$ cat src/design/dpp_map.vh
/*
  register offsets, field positions, reset values and widths of the
  dual parallel port block.
  assumes it is included by bare name from each design file.
*/
`ifndef DPP_MAP_VH
`define DPP_MAP_VH

// ==========================================================
// widths
`define DPP_PORT_W        8
`define DPP_SEL_W         4

// ==========================================================
// register select codes
`define DPP_REG_B_DATA    4'h0
`define DPP_REG_A_DATA    4'h1
`define DPP_REG_B_DIR     4'h2
`define DPP_REG_A_DIR     4'h3
`define DPP_REG_AUX       4'hb
`define DPP_REG_PERIPH    4'hc
`define DPP_REG_A_QUIET   4'hf

// ==========================================================
// field positions
`define DPP_AUX_LATCH_A   0
`define DPP_AUX_LATCH_B   1
`define DPP_PER_EDGE_A    0
`define DPP_PER_EDGE_B    4

// ==========================================================
// reset values
`define DPP_RST_BYTE      8'h00
`define DPP_RST_DIR       8'h00
`define DPP_RST_LATCH     8'h00
`define DPP_RST_AUX       8'h00
`define DPP_RST_PERIPH    8'h00

// ==========================================================
// timing counts
`define DPP_SYNC_STAGES   2

`endif

$ cat src/design/dpp_sync.v
/*
  two flip-flop synchroniser for a bundle of independent levels.
  assumes each bit is a slow level from outside the core_clk domain;
  bits are not coherent with one another.
*/
`default_nettype none
`include "dpp_map.vh"

module dpp_sync #(
  parameter WIDTH = 8
) (
  // clock and reset
  input  wire             core_clk,
  input  wire             rst,
  // asynchronous levels in, synchronised levels out
  input  wire [WIDTH-1:0] async_in,
  output reg  [WIDTH-1:0] sync_out
);

  reg [WIDTH-1:0] stage_one;

  // ==========================================================
  // two stages; only the second stage reads the first
  always @(posedge core_clk) begin
    if (rst) begin
      stage_one <= {WIDTH{1'b0}};
      sync_out  <= {WIDTH{1'b0}};
    end else begin
      stage_one <= async_in;
      sync_out  <= stage_one;
    end
  end

endmodule
`default_nettype wire

$ cat src/design/dpp_in_capture.v
/*
  input register of one port: transparent to the synchronised lines,
  or holding the levels caught at an active strobe transition.
  assumes pins and strobe are already synchronised to core_clk.
*/
`default_nettype none
`include "dpp_map.vh"

module dpp_in_capture (
  // clock and reset
  input  wire                  core_clk,
  input  wire                  rst,
  // synchronised line levels and strobe
  input  wire [`DPP_PORT_W-1:0] pins_sync,
  input  wire                  strobe_sync,
  // control
  input  wire                  edge_rising,
  input  wire                  latch_en,
  input  wire                  read_release,
  // result
  output wire [`DPP_PORT_W-1:0] in_view,
  output reg                   held
);

  localparam ARM_LEN = `DPP_SYNC_STAGES + 1;

  reg                   strobe_prev;
  reg [ARM_LEN-1:0]     arm_pipe;
  wire                  armed;
  reg [`DPP_PORT_W-1:0] snap;
  wire                  rise;
  wire                  fall;
  wire                  active_edge;

  // edge detection stays blind until the synchroniser holds real levels,
  // so a strobe idling high gives no false edge after reset
  assign armed       = arm_pipe[ARM_LEN-1];

  // edge detection on the synchronised strobe
  assign rise        = strobe_sync & ~strobe_prev;
  assign fall        = ~strobe_sync & strobe_prev;
  assign active_edge = armed & (edge_rising ? rise : fall);

  // ==========================================================
  // capture and release; a new edge wins over a release read
  always @(posedge core_clk) begin
    if (rst) begin
      strobe_prev <= 1'b0;
      arm_pipe    <= {ARM_LEN{1'b0}};
      snap        <= `DPP_RST_BYTE;
      held        <= 1'b0;
    end else begin
      strobe_prev <= strobe_sync;
      arm_pipe    <= {arm_pipe[ARM_LEN-2:0], 1'b1};  // no edge from the reset value
      if (!latch_en) begin
        held <= 1'b0;
      end else if (active_edge) begin
        snap <= pins_sync;
        held <= 1'b1;
      end else if (read_release) begin
        held <= 1'b0;
      end
    end
  end

  // held snapshot or live lines
  assign in_view = held ? snap : pins_sync;

endmodule
`default_nettype wire

$ cat src/design/dpp_port.v
/*
  dual 8-bit parallel port: direction masks, output latches, input
  registers with optional strobe latching, reached by register select.
  assumes a synchronous processor bus on core_clk: cpu_select is held
  high for exactly the cycle of an access, with reg_select, cpu_write
  and cpu_data_in valid in that cycle. port lines and strobes are
  asynchronous and are synchronised here.
  a read answers one cycle after its access edge: cpu_data_oe is high
  for that one cycle and cpu_data_out keeps the value until the next
  read. a write lands at its access edge and shows on the pins from
  that same edge. reset leaves every line an input with all latches,
  masks and control registers cleared.
*/
`default_nettype none
`include "dpp_map.vh"

module dpp_port (
  // clock and reset
  input  wire                   core_clk,
  input  wire                   rst,
  // processor register access
  input  wire                   cpu_select,
  input  wire                   cpu_write,
  input  wire [`DPP_SEL_W-1:0]  reg_select,
  input  wire [`DPP_PORT_W-1:0] cpu_data_in,
  output reg  [`DPP_PORT_W-1:0] cpu_data_out,
  output reg                    cpu_data_oe,
  // port a lines
  input  wire [`DPP_PORT_W-1:0] port_a_lines_in,
  output wire [`DPP_PORT_W-1:0] port_a_lines_out,
  output wire [`DPP_PORT_W-1:0] port_a_lines_oe,
  // port b lines
  input  wire [`DPP_PORT_W-1:0] port_b_lines_in,
  output wire [`DPP_PORT_W-1:0] port_b_lines_out,
  output wire [`DPP_PORT_W-1:0] port_b_lines_oe,
  // strobe inputs
  input  wire                   strobe_a,
  input  wire                   strobe_b
);

  // ==========================================================
  // register decode

  // port a data is reached through both the plain and quiet codes;
  // the quiet code has no handshake here, so both act alike
  function is_port_a_data;
    input [`DPP_SEL_W-1:0] sel;
    begin
      is_port_a_data = (sel == `DPP_REG_A_DATA) || (sel == `DPP_REG_A_QUIET);
    end
  endfunction

  // ==========================================================
  // state

  // output latches, direction masks and control registers
  reg  [`DPP_PORT_W-1:0] out_latch_a;
  reg  [`DPP_PORT_W-1:0] out_latch_b;
  reg  [`DPP_PORT_W-1:0] dir_mask_a;
  reg  [`DPP_PORT_W-1:0] dir_mask_b;
  reg  [`DPP_PORT_W-1:0] aux_control;
  reg  [`DPP_PORT_W-1:0] periph_control;

  // synchronised levels, input registers and read views
  wire [`DPP_PORT_W-1:0] pins_a_sync;
  wire [`DPP_PORT_W-1:0] pins_b_sync;
  wire [1:0]             strobe_sync;
  wire [`DPP_PORT_W-1:0] in_view_a;
  wire [`DPP_PORT_W-1:0] in_view_b;
  wire [`DPP_PORT_W-1:0] read_a;
  wire [`DPP_PORT_W-1:0] read_b;

  // access qualifiers and control selects
  wire                   bus_write;
  wire                   bus_read;
  wire                   read_a_data;
  wire                   read_b_data;
  wire                   latch_en_a;
  wire                   latch_en_b;
  wire                   edge_rising_a;
  wire                   edge_rising_b;

  // read answer before its register
  reg  [`DPP_PORT_W-1:0] next_read_data;

  // ==========================================================
  // access qualifiers
  assign bus_write   = cpu_select & cpu_write;
  assign bus_read    = cpu_select & ~cpu_write;

  // data register reads, which release held input values
  assign read_a_data = bus_read & is_port_a_data(reg_select);
  assign read_b_data = bus_read & (reg_select == `DPP_REG_B_DATA);

  // latching and edge selects from the control registers;
  // other control bits are stored and read back but drive nothing
  assign latch_en_a    = aux_control[`DPP_AUX_LATCH_A];
  assign latch_en_b    = aux_control[`DPP_AUX_LATCH_B];
  assign edge_rising_a = periph_control[`DPP_PER_EDGE_A];
  assign edge_rising_b = periph_control[`DPP_PER_EDGE_B];

  // ==========================================================
  // synchronisers for lines and strobes

  // bits of one port are synchronised independently, so a byte
  // that changes near a clock edge may read as a mix for one cycle

  // port a line levels
  dpp_sync #(
    .WIDTH (`DPP_PORT_W)
  ) u_sync_a (
    .core_clk (core_clk),
    .rst      (rst),
    .async_in (port_a_lines_in),
    .sync_out (pins_a_sync)
  );

  // port b line levels
  dpp_sync #(
    .WIDTH (`DPP_PORT_W)
  ) u_sync_b (
    .core_clk (core_clk),
    .rst      (rst),
    .async_in (port_b_lines_in),
    .sync_out (pins_b_sync)
  );

  // both strobes, bit 0 is a, bit 1 is b
  dpp_sync #(
    .WIDTH (2)
  ) u_sync_strobe (
    .core_clk (core_clk),
    .rst      (rst),
    .async_in ({strobe_b, strobe_a}),
    .sync_out (strobe_sync)
  );

  // ==========================================================
  // input registers

  // port a input register; either data code releases the hold;
  // a snapshot stands until it is read, a new active edge replaces it, or latching is switched off
  dpp_in_capture u_cap_a (
    .core_clk     (core_clk),
    .rst          (rst),
    .pins_sync    (pins_a_sync),
    .strobe_sync  (strobe_sync[0]),
    .edge_rising  (edge_rising_a),
    .latch_en     (latch_en_a),
    .read_release (read_a_data),
    .in_view      (in_view_a),
    .held         ()
  );

  // port b input register; its data code releases the hold, and an
  // active edge in the same cycle as that read wins
  dpp_in_capture u_cap_b (
    .core_clk     (core_clk),
    .rst          (rst),
    .pins_sync    (pins_b_sync),
    .strobe_sync  (strobe_sync[1]),
    .edge_rising  (edge_rising_b),
    .latch_en     (latch_en_b),
    .read_release (read_b_data),
    .in_view      (in_view_b),
    .held         ()
  );

  // ==========================================================
  // per-line read views; port a sees loading on its driven lines,
  // port b reads back what was written whatever the load
  genvar i;
  generate
    for (i = 0; i < `DPP_PORT_W; i = i + 1) begin : g_line
      // a output lines show the live pin, inputs the input register
      assign read_a[i] = dir_mask_a[i] ? pins_a_sync[i] : in_view_a[i];
      // b output lines show the stored latch bit
      assign read_b[i] = dir_mask_b[i] ? out_latch_b[i] : in_view_b[i];
    end
  endgenerate

  // ==========================================================
  // register writes
  always @(posedge core_clk) begin
    if (rst) begin
      out_latch_a    <= `DPP_RST_LATCH;
      out_latch_b    <= `DPP_RST_LATCH;
      dir_mask_a     <= `DPP_RST_DIR;
      dir_mask_b     <= `DPP_RST_DIR;
      aux_control    <= `DPP_RST_AUX;
      periph_control <= `DPP_RST_PERIPH;
    end else if (bus_write) begin
      // a latch write to an input line is kept until the line turns output
      case (reg_select)
        // port b output latch
        `DPP_REG_B_DATA: begin
          out_latch_b <= cpu_data_in;
        end
        // port a output latch, plain and quiet codes
        `DPP_REG_A_DATA, `DPP_REG_A_QUIET: begin
          out_latch_a <= cpu_data_in;
        end
        // port b direction mask
        `DPP_REG_B_DIR: begin
          dir_mask_b <= cpu_data_in;
        end
        // port a direction mask
        `DPP_REG_A_DIR: begin
          dir_mask_a <= cpu_data_in;
        end
        // latching enables, all bits stored
        `DPP_REG_AUX: begin
          aux_control <= cpu_data_in;
        end
        // strobe edge selects, all bits stored
        `DPP_REG_PERIPH: begin
          periph_control <= cpu_data_in;
        end
        default: begin
          // unmapped codes ignore writes
        end
      endcase
    end
  end

  // ==========================================================
  // read data selection
  always @* begin
    case (reg_select)
      // port b data view
      `DPP_REG_B_DATA: begin
        next_read_data = read_b;
      end
      // port a data view, plain and quiet codes
      `DPP_REG_A_DATA, `DPP_REG_A_QUIET: begin
        next_read_data = read_a;
      end
      // direction masks read back as written
      `DPP_REG_B_DIR: begin
        next_read_data = dir_mask_b;
      end
      `DPP_REG_A_DIR: begin
        next_read_data = dir_mask_a;
      end
      // control registers read back every stored bit
      `DPP_REG_AUX: begin
        next_read_data = aux_control;
      end
      `DPP_REG_PERIPH: begin
        next_read_data = periph_control;
      end
      default: begin
        next_read_data = `DPP_RST_BYTE;  // unmapped reads as zero
      end
    endcase
  end

  // registered read answer, driven for one cycle after the read;
  // cpu_data_out is left alone on writes and idle cycles
  always @(posedge core_clk) begin
    if (rst) begin
      cpu_data_out <= `DPP_RST_BYTE;
      cpu_data_oe  <= 1'b0;
    end else begin
      cpu_data_oe <= bus_read;
      if (bus_read) begin
        cpu_data_out <= next_read_data;
      end
    end
  end

  // ==========================================================
  // pin drive straight from the latch and mask flip-flops; a line
  // that is an input keeps its latch bit ready for when it turns output

  // port a drive
  assign port_a_lines_out = out_latch_a;
  assign port_a_lines_oe  = dir_mask_a;

  // port b drive
  assign port_b_lines_out = out_latch_b;
  assign port_b_lines_oe  = dir_mask_b;

endmodule
`default_nettype wire

$ cat config.mk
export PLATFORM = sky130hd
export DESIGN_NAME = dpp_port
export DESIGN_NICKNAME = d
export VERILOG_FILES = /design/src/design/dpp_sync.v /design/src/design/dpp_in_capture.v /design/src/design/dpp_port.v
export VERILOG_INCLUDE_DIRS = /design/src /design/src/design
export SDC_FILE = /design/constraint.sdc
export NUM_CORES = 1
export LEC_CHECK = 0
export BUFFER_PORTS_ARGS = -buffer_cell sky130_fd_sc_hd__buf_2
export CAP_MARGIN = 0
export CORE_UTILIZATION = 54
export DETAILED_ROUTE_END_ITERATION = 16
export PLACE_DENSITY = 0.77
export REMOVE_ABC_BUFFERS = 1
export SLEW_MARGIN = 40
export SYNTH_ARGS = -nofsm -noshare
export SYNTH_HDL_FRONTEND = slang
export SYNTH_SLANG_ARGS = --single-unit
$ cat constraint.sdc
create_clock -name core_clk -period 5.05 [get_ports core_clk]
set_input_delay 1.01 -clock core_clk [delete_from_list [all_inputs] [get_ports core_clk]]
set_output_delay 1.01 -clock core_clk [all_outputs]
set_load 0.005 [all_outputs]
==> flow_metrics.tcl, run 1 <==
set metrics [dict create \
    status "finished clean" \
    postCtsSetupBuffers 0 \
    fp.dieArea_um2 8888 \
    critPathLaunchType "primary input" \
    grt_max_degree 56 \
    fin_tns_setup_ns 0 \
    power_mw 2.142 \
    drc 0 \
    ys.flop_type "dfxtp_1" \
    ant_nets 0 \
    antenna_found_initial 0 \
    path_class "in -> reg" \
    cts_resized 0 \
    cp.required_ns 5.42 \
    dp_hpwl_um 7200 \
    final_hold_viol_count 0 \
    hold_buffers 0 \
    maxCapViolCount 0 \
    netSwitchingFraction 0.2347 \
    place_ws_ns 2.102 \
    drv_slew 0 \
    switching_power_mw 0.5027 \
    vias 3540 \
    synth_edf_count 0 \
    fin_nets 548 \
    layout_common_cells "dfxtp_1 (116), buf_2 (73), mux2i_1 (64)" \
    synth_warnings 0 \
    clock.fmax_mhz 408.7 \
    setup_viol 0 \
    tightest_slew_ns 0.7988 \
    power_density_nw_per_um2 385.2 \
    final_common_cell "dfxtp_1" \
    pwr-share-seq 0.440 \
    clk_latency_ns 0.51 \
    clockRootBuffer "clkbuf_8" \
    gp_congestion 0.8479 \
    synthCells 440 \
    ios 75 \
    die_w_um 94.28 \
    hold_class "reg -> reg" \
    start_util 0.5596 \
    grt_usage 0.2563 \
    core_um2 8217 \
    max_slew_margin 0.4635 \
    fin_skew_ns 0.009192 \
    cts_max_level 4 \
    cp_max_fo 16 \
    drive_above_1_share 0.2624 \
    fin_crit_sh 0.4845 \
    end_kind "flip-flop" \
    cp.arrival_ns 2.82 \
    area.growth.synth_to_final_pct 20.93 \
    ir_worst_vdd_mv 0.2878 \
    grt_pass1_vias 3352 \
    wire_per_inst_um 17.07 \
    wl_um 10770 \
    syn_area_per_cell_um2 10.45 \
    numClockSinks 116 \
    tritoncts "yes" \
    finalCriticalPeriod_ns 2.447 \
    path_clk_slew_ns 0.06 \
    power.internal_mw 1.639 \
    drt_iter0_drc 247 \
    yosys.cell_types.count 40 \
    grt_overflow 0 \
    synth.ff_latch_count 116 \
    cts_buffers 17 \
    via_per_inst 5.610 \
    fillers 651 \
    row_count 33 \
    antenna_cells 0 \
    finalWorstSetupSlack_ns 2.603 \
    die_y_um 94.28 \
    finalCoreUtilization 0.6767 \
    rsz0062_at_grt "no" \
    syn_area_um2 4598 \
    cts_buffer_depth 2 \
    comb_power_share 0.044 \
    grt_pass1_wl_um 16850 \
    first_pass_iters 5 \
    ys_seq_area_frac 0.5050 \
    ys_async_sr_fraction 0 \
    portBuffers 74 \
    p_clk_frac 0.516 \
    p_leak_nw 2.261 \
]
cell type report:
type	count	area, µm²	area share
timing repair buffer	76	387.9	0.06976
inverter	2	8.758	0.001575
clock buffer	18	427.9	0.07696
tap	105	131.4	0.02363
clock inverter	13	127.6	0.02295
sequential	116	2322	0.4176
multi-input combinational	301	2155	0.3875
power by group through the flow:
stage               logic, mW  registers, mW  clock network (mW)
global placement       0.0904          0.961                   0
detailed placement     0.0924          0.962                   0
CTS                    0.0928          0.942                1.12
global route            0.101          0.944                1.16
floorplan              0.0408          0.960                   0
finish                 0.0937          0.942                1.11
worst max-delay path, cell delays in order:
cell	delay [ns]
buf_2	0.25
nor4b_4	0.64
and3_1	0.59
mux2i_1	0.26
nor2_1	0.06
cells by family (layout without fill, tap and decap cells):
kind of cell / count (synthesis) / count (layout) / share of synthesized area
simple gates: 148 / 148 / 0.1785
flops: 116 / 116 / 0.5050
mux: 80 / 80 / 0.1785
compound gates: 73 / 73 / 0.1097
buf+inv: 23 / 109 / 0.02829
metal layers:
layer,global-route usage,share of wire
met5,0,0
met2,0.4076,0.48
met1,0.3254,0.44
met3,0.06634,0.057
met4,0.1128,0.016
synth_stat cells, drive strengths merged, types with 8 or more instances:
master | count | area share
nor2b | 40 | 0.054
mux2i | 64 | 0.14
dfxtp | 116 | 0.51
mux2 | 16 | 0.039
nand2 | 21 | 0.018
a22oi | 24 | 0.039
a211oi | 8 | 0.013
clkbuf | 15 | 0.015
nor2 | 60 | 0.050
o21ai | 19 | 0.021
a21oi | 11 | 0.014
nand2b | 10 | 0.015
a31oi | 8 | 0.011
worst paths after layout:
kind	startpoint	to	slack, ns	depth (start not counted)
max	reg_select[3]	port_b_lines_oe[4]	2.60	5
min	u_sync_strobe.stage_one[1]	u_sync_strobe.sync_out[1]	0.43	1
max reg2reg	periph_control[4]	u_cap_b.snap[2]	3.47	4
min reg2reg	u_sync_strobe.stage_one[1]	u_sync_strobe.sync_out[1]	0.43	1
through the flow:
stage,std cells,hold slack (ns),instance area [µm²]
after floorplan,419,0.4138,4477
after global placement,600,0.4171,4996
after detailed placement,600,0.4220,4996
after CTS,631,0.4363,5552
after global routing,631,0.4547,5560
final,631,0.4334,5560
Note: power is estimated with default switching activity, not from simulation.
==> inputs of run 2 (changes only) <==
- CORE_UTILIZATION: 54 -> 50
- PLACE_DENSITY: 0.77 -> 0.75
- clock period: 5.05 -> 2 ns (I/O delays scaled with it)
==> run 2 against run 1 <==
  * The run now ends with DRC left
  * Global-route usage fell by 0.99 points
  * Register-to-register slack got worse by 3.0 ns
  * Sequential share of layout area decreased by 1.5 points
  * Critical path depth decreased by 1
  * Hold slack got worse by 0.34 ns
  * First-iteration DRC count is 1.2% lower
  * Setup slack worse by 2.2 ns
  * Utilization decreased by 2.1 points
  * Combinational power rose to 2.7 times the previous value
  * Design area grew 3.8%
  * Cell count rose by 3.2%
  * Largest power group unchanged
  * Highest routed layer unchanged
==> flow_metrics.tcl, run 2 (synthesis results as in run 1) <==
set metrics [dict create \
    drive_above_1_share 0.2855 \
    via_per_inst 5.708 \
    drc 4 \
    portBuffers 74 \
    cp.arrival_ns 1.95 \
    grt_pass1_wl_um 18350 \
    fin_skew_ns 0.006204 \
    switching_power_mw 1.186 \
    finalCoreUtilization 0.6554 \
    comb_power_share 0.044 \
    ir_worst_vdd_mv 0.6472 \
    grt_usage 0.2464 \
    cp.required_ns 2.39 \
    antenna_cells 0 \
    rsz0062_at_grt "no" \
    crit_slowest_cell "o211ai_2" \
    die_w_um 97.90 \
    start_util 0.5222 \
    violations "DRC" \
    setup_viol 0 \
    drv_slew 0 \
    p_clk_frac 0.546 \
    clockRootBuffer "clkbuf_8" \
    gp_congestion 0.7972 \
    tightest_slew_ns 0.6663 \
    finalCriticalPeriod_ns 1.559 \
    path_depth 4 \
    final_hold_viol_count 0 \
    final_common_cell "dfxtp_1" \
    row_count 34 \
    tritoncts "yes" \
    ios 75 \
    cp_max_fo 8 \
    fin_tns_setup_ns 0 \
    die_y_um 97.90 \
    cts_max_level 4 \
    cts_buffer_depth 2 \
    power.internal_mw 4.621 \
    status "finished, violations left" \
    p_leak_nw 2.387 \
    clk_latency_ns 0.51 \
    fin_crit_sh 0.7796 \
    critPathLaunchType "flip-flop" \
    antenna_found_initial 0 \
    drt_iter0_drc 244 \
    grt_max_degree 82 \
    numClockSinks 116 \
    hold_class "in -> reg" \
    fin_nets 564 \
    postCtsSetupBuffers 0 \
    cp_num_buf_inv 0 \
    cts_resized 0 \
    max_slew_margin 0.5545 \
    power_density_nw_per_um2 1006 \
    first_pass_iters 11 \
    dp_hpwl_um 7334 \
    hold_buffers 0 \
    maxCapViolCount 0 \
    slowest_delay_ns 0.56 \
    clock.fmax_mhz 641.4 \
    grt_pass1_vias 3611 \
    wire_per_inst_um 17.54 \
    area.growth.synth_to_final_pct 25.52 \
    fp.dieArea_um2 9583 \
    grt_overflow 0 \
    netSwitchingFraction 0.2043 \
    min_path_cells 2 \
    vias 3716 \
    crit_chain "and3b_1 -> o211ai_2 -> mux2i_1 -> nor2_1" \
    ant_nets 0 \
    crit_family "compound AO/OA/AOI/OAI gates" \
    end_kind "flip-flop" \
    path_clk_slew_ns 0.06 \
    path_class "reg -> reg" \
    core_um2 8806 \
    wl_um 11420 \
    cts_buffers 17 \
    rr_worst_depth 4 \
    pwr-share-seq 0.410 \
    layout_common_cells "dfxtp_1 (116), buf_2 (73), mux2i_1 (64)" \
]
==> run 2: worst paths after layout <==
kind | start | endpoint | slack, ns
worst max-delay path | periph_control[4] | u_cap_b.snap[2] | 0.44
worst min-delay path | port_a_lines_in[7] | u_sync_a.stage_one[7] | 0.1
worst max register to register | periph_control[4] | u_cap_b.snap[2] | 0.44
worst min register to register | u_sync_b.stage_one[6] | u_sync_b.sync_out[6] | 0.43
==> run 2: layout make-up <==
| cell class | count | area [µm²] |
|---|---|---|
| fill | 676 | 3034 |
| clock inverter | 7 | 115.1 |
| tap | 108 | 135.1 |
| sequential | 116 | 2322 |
| inverter | 2 | 8.758 |
| timing repair buffer | 92 | 520.5 |
| multi-input combinational | 301 | 2146 |
| clock buffer | 25 | 524.3 |
==> run 2: metrics by stage <==
stage	hold slack (ns)	cells	area [µm²]	power, mW	setup slack (ns)
global placement	0.4177	619	5132	2.670	0.1086
CTS	0.08368	651	5772	5.824	0.4420
floorplan	0.4138	419	4477	2.526	0.3613
detailed placement	0.4248	619	5132	2.678	0.05948
finish	0.09603	651	5772	5.808	0.4408
global route	0.09488	651	5772	5.953	0.3657
==> run 2: power groups by stage <==
stage / Sequential (mW) / Clock [mW] / Combinational (mW)
2_1_floorplan: 2.42 / 0 / 0.103
3_3_place_gp: 2.43 / 0 / 0.244
3_5_place_dp: 2.43 / 0 / 0.250
4_1_cts: 2.38 / 3.19 / 0.252
5_1_grt: 2.38 / 3.30 / 0.273
6_report: 2.38 / 3.17 / 0.254
==> run 2: metal layers <==
metal | share of wire | vias up | global-route usage | wire length, µm
met3 | 0.073 | 39 | 0.07445 | 829
met1 | 0.44 | 1775 | 0.3059 | 5057
met5 | 0 | - | 0 | 0
li1 | - | 1725 | - | -
met4 | 0.030 | 0 | 0.1061 | 342
met2 | 0.45 | 177 | 0.3965 | 5187
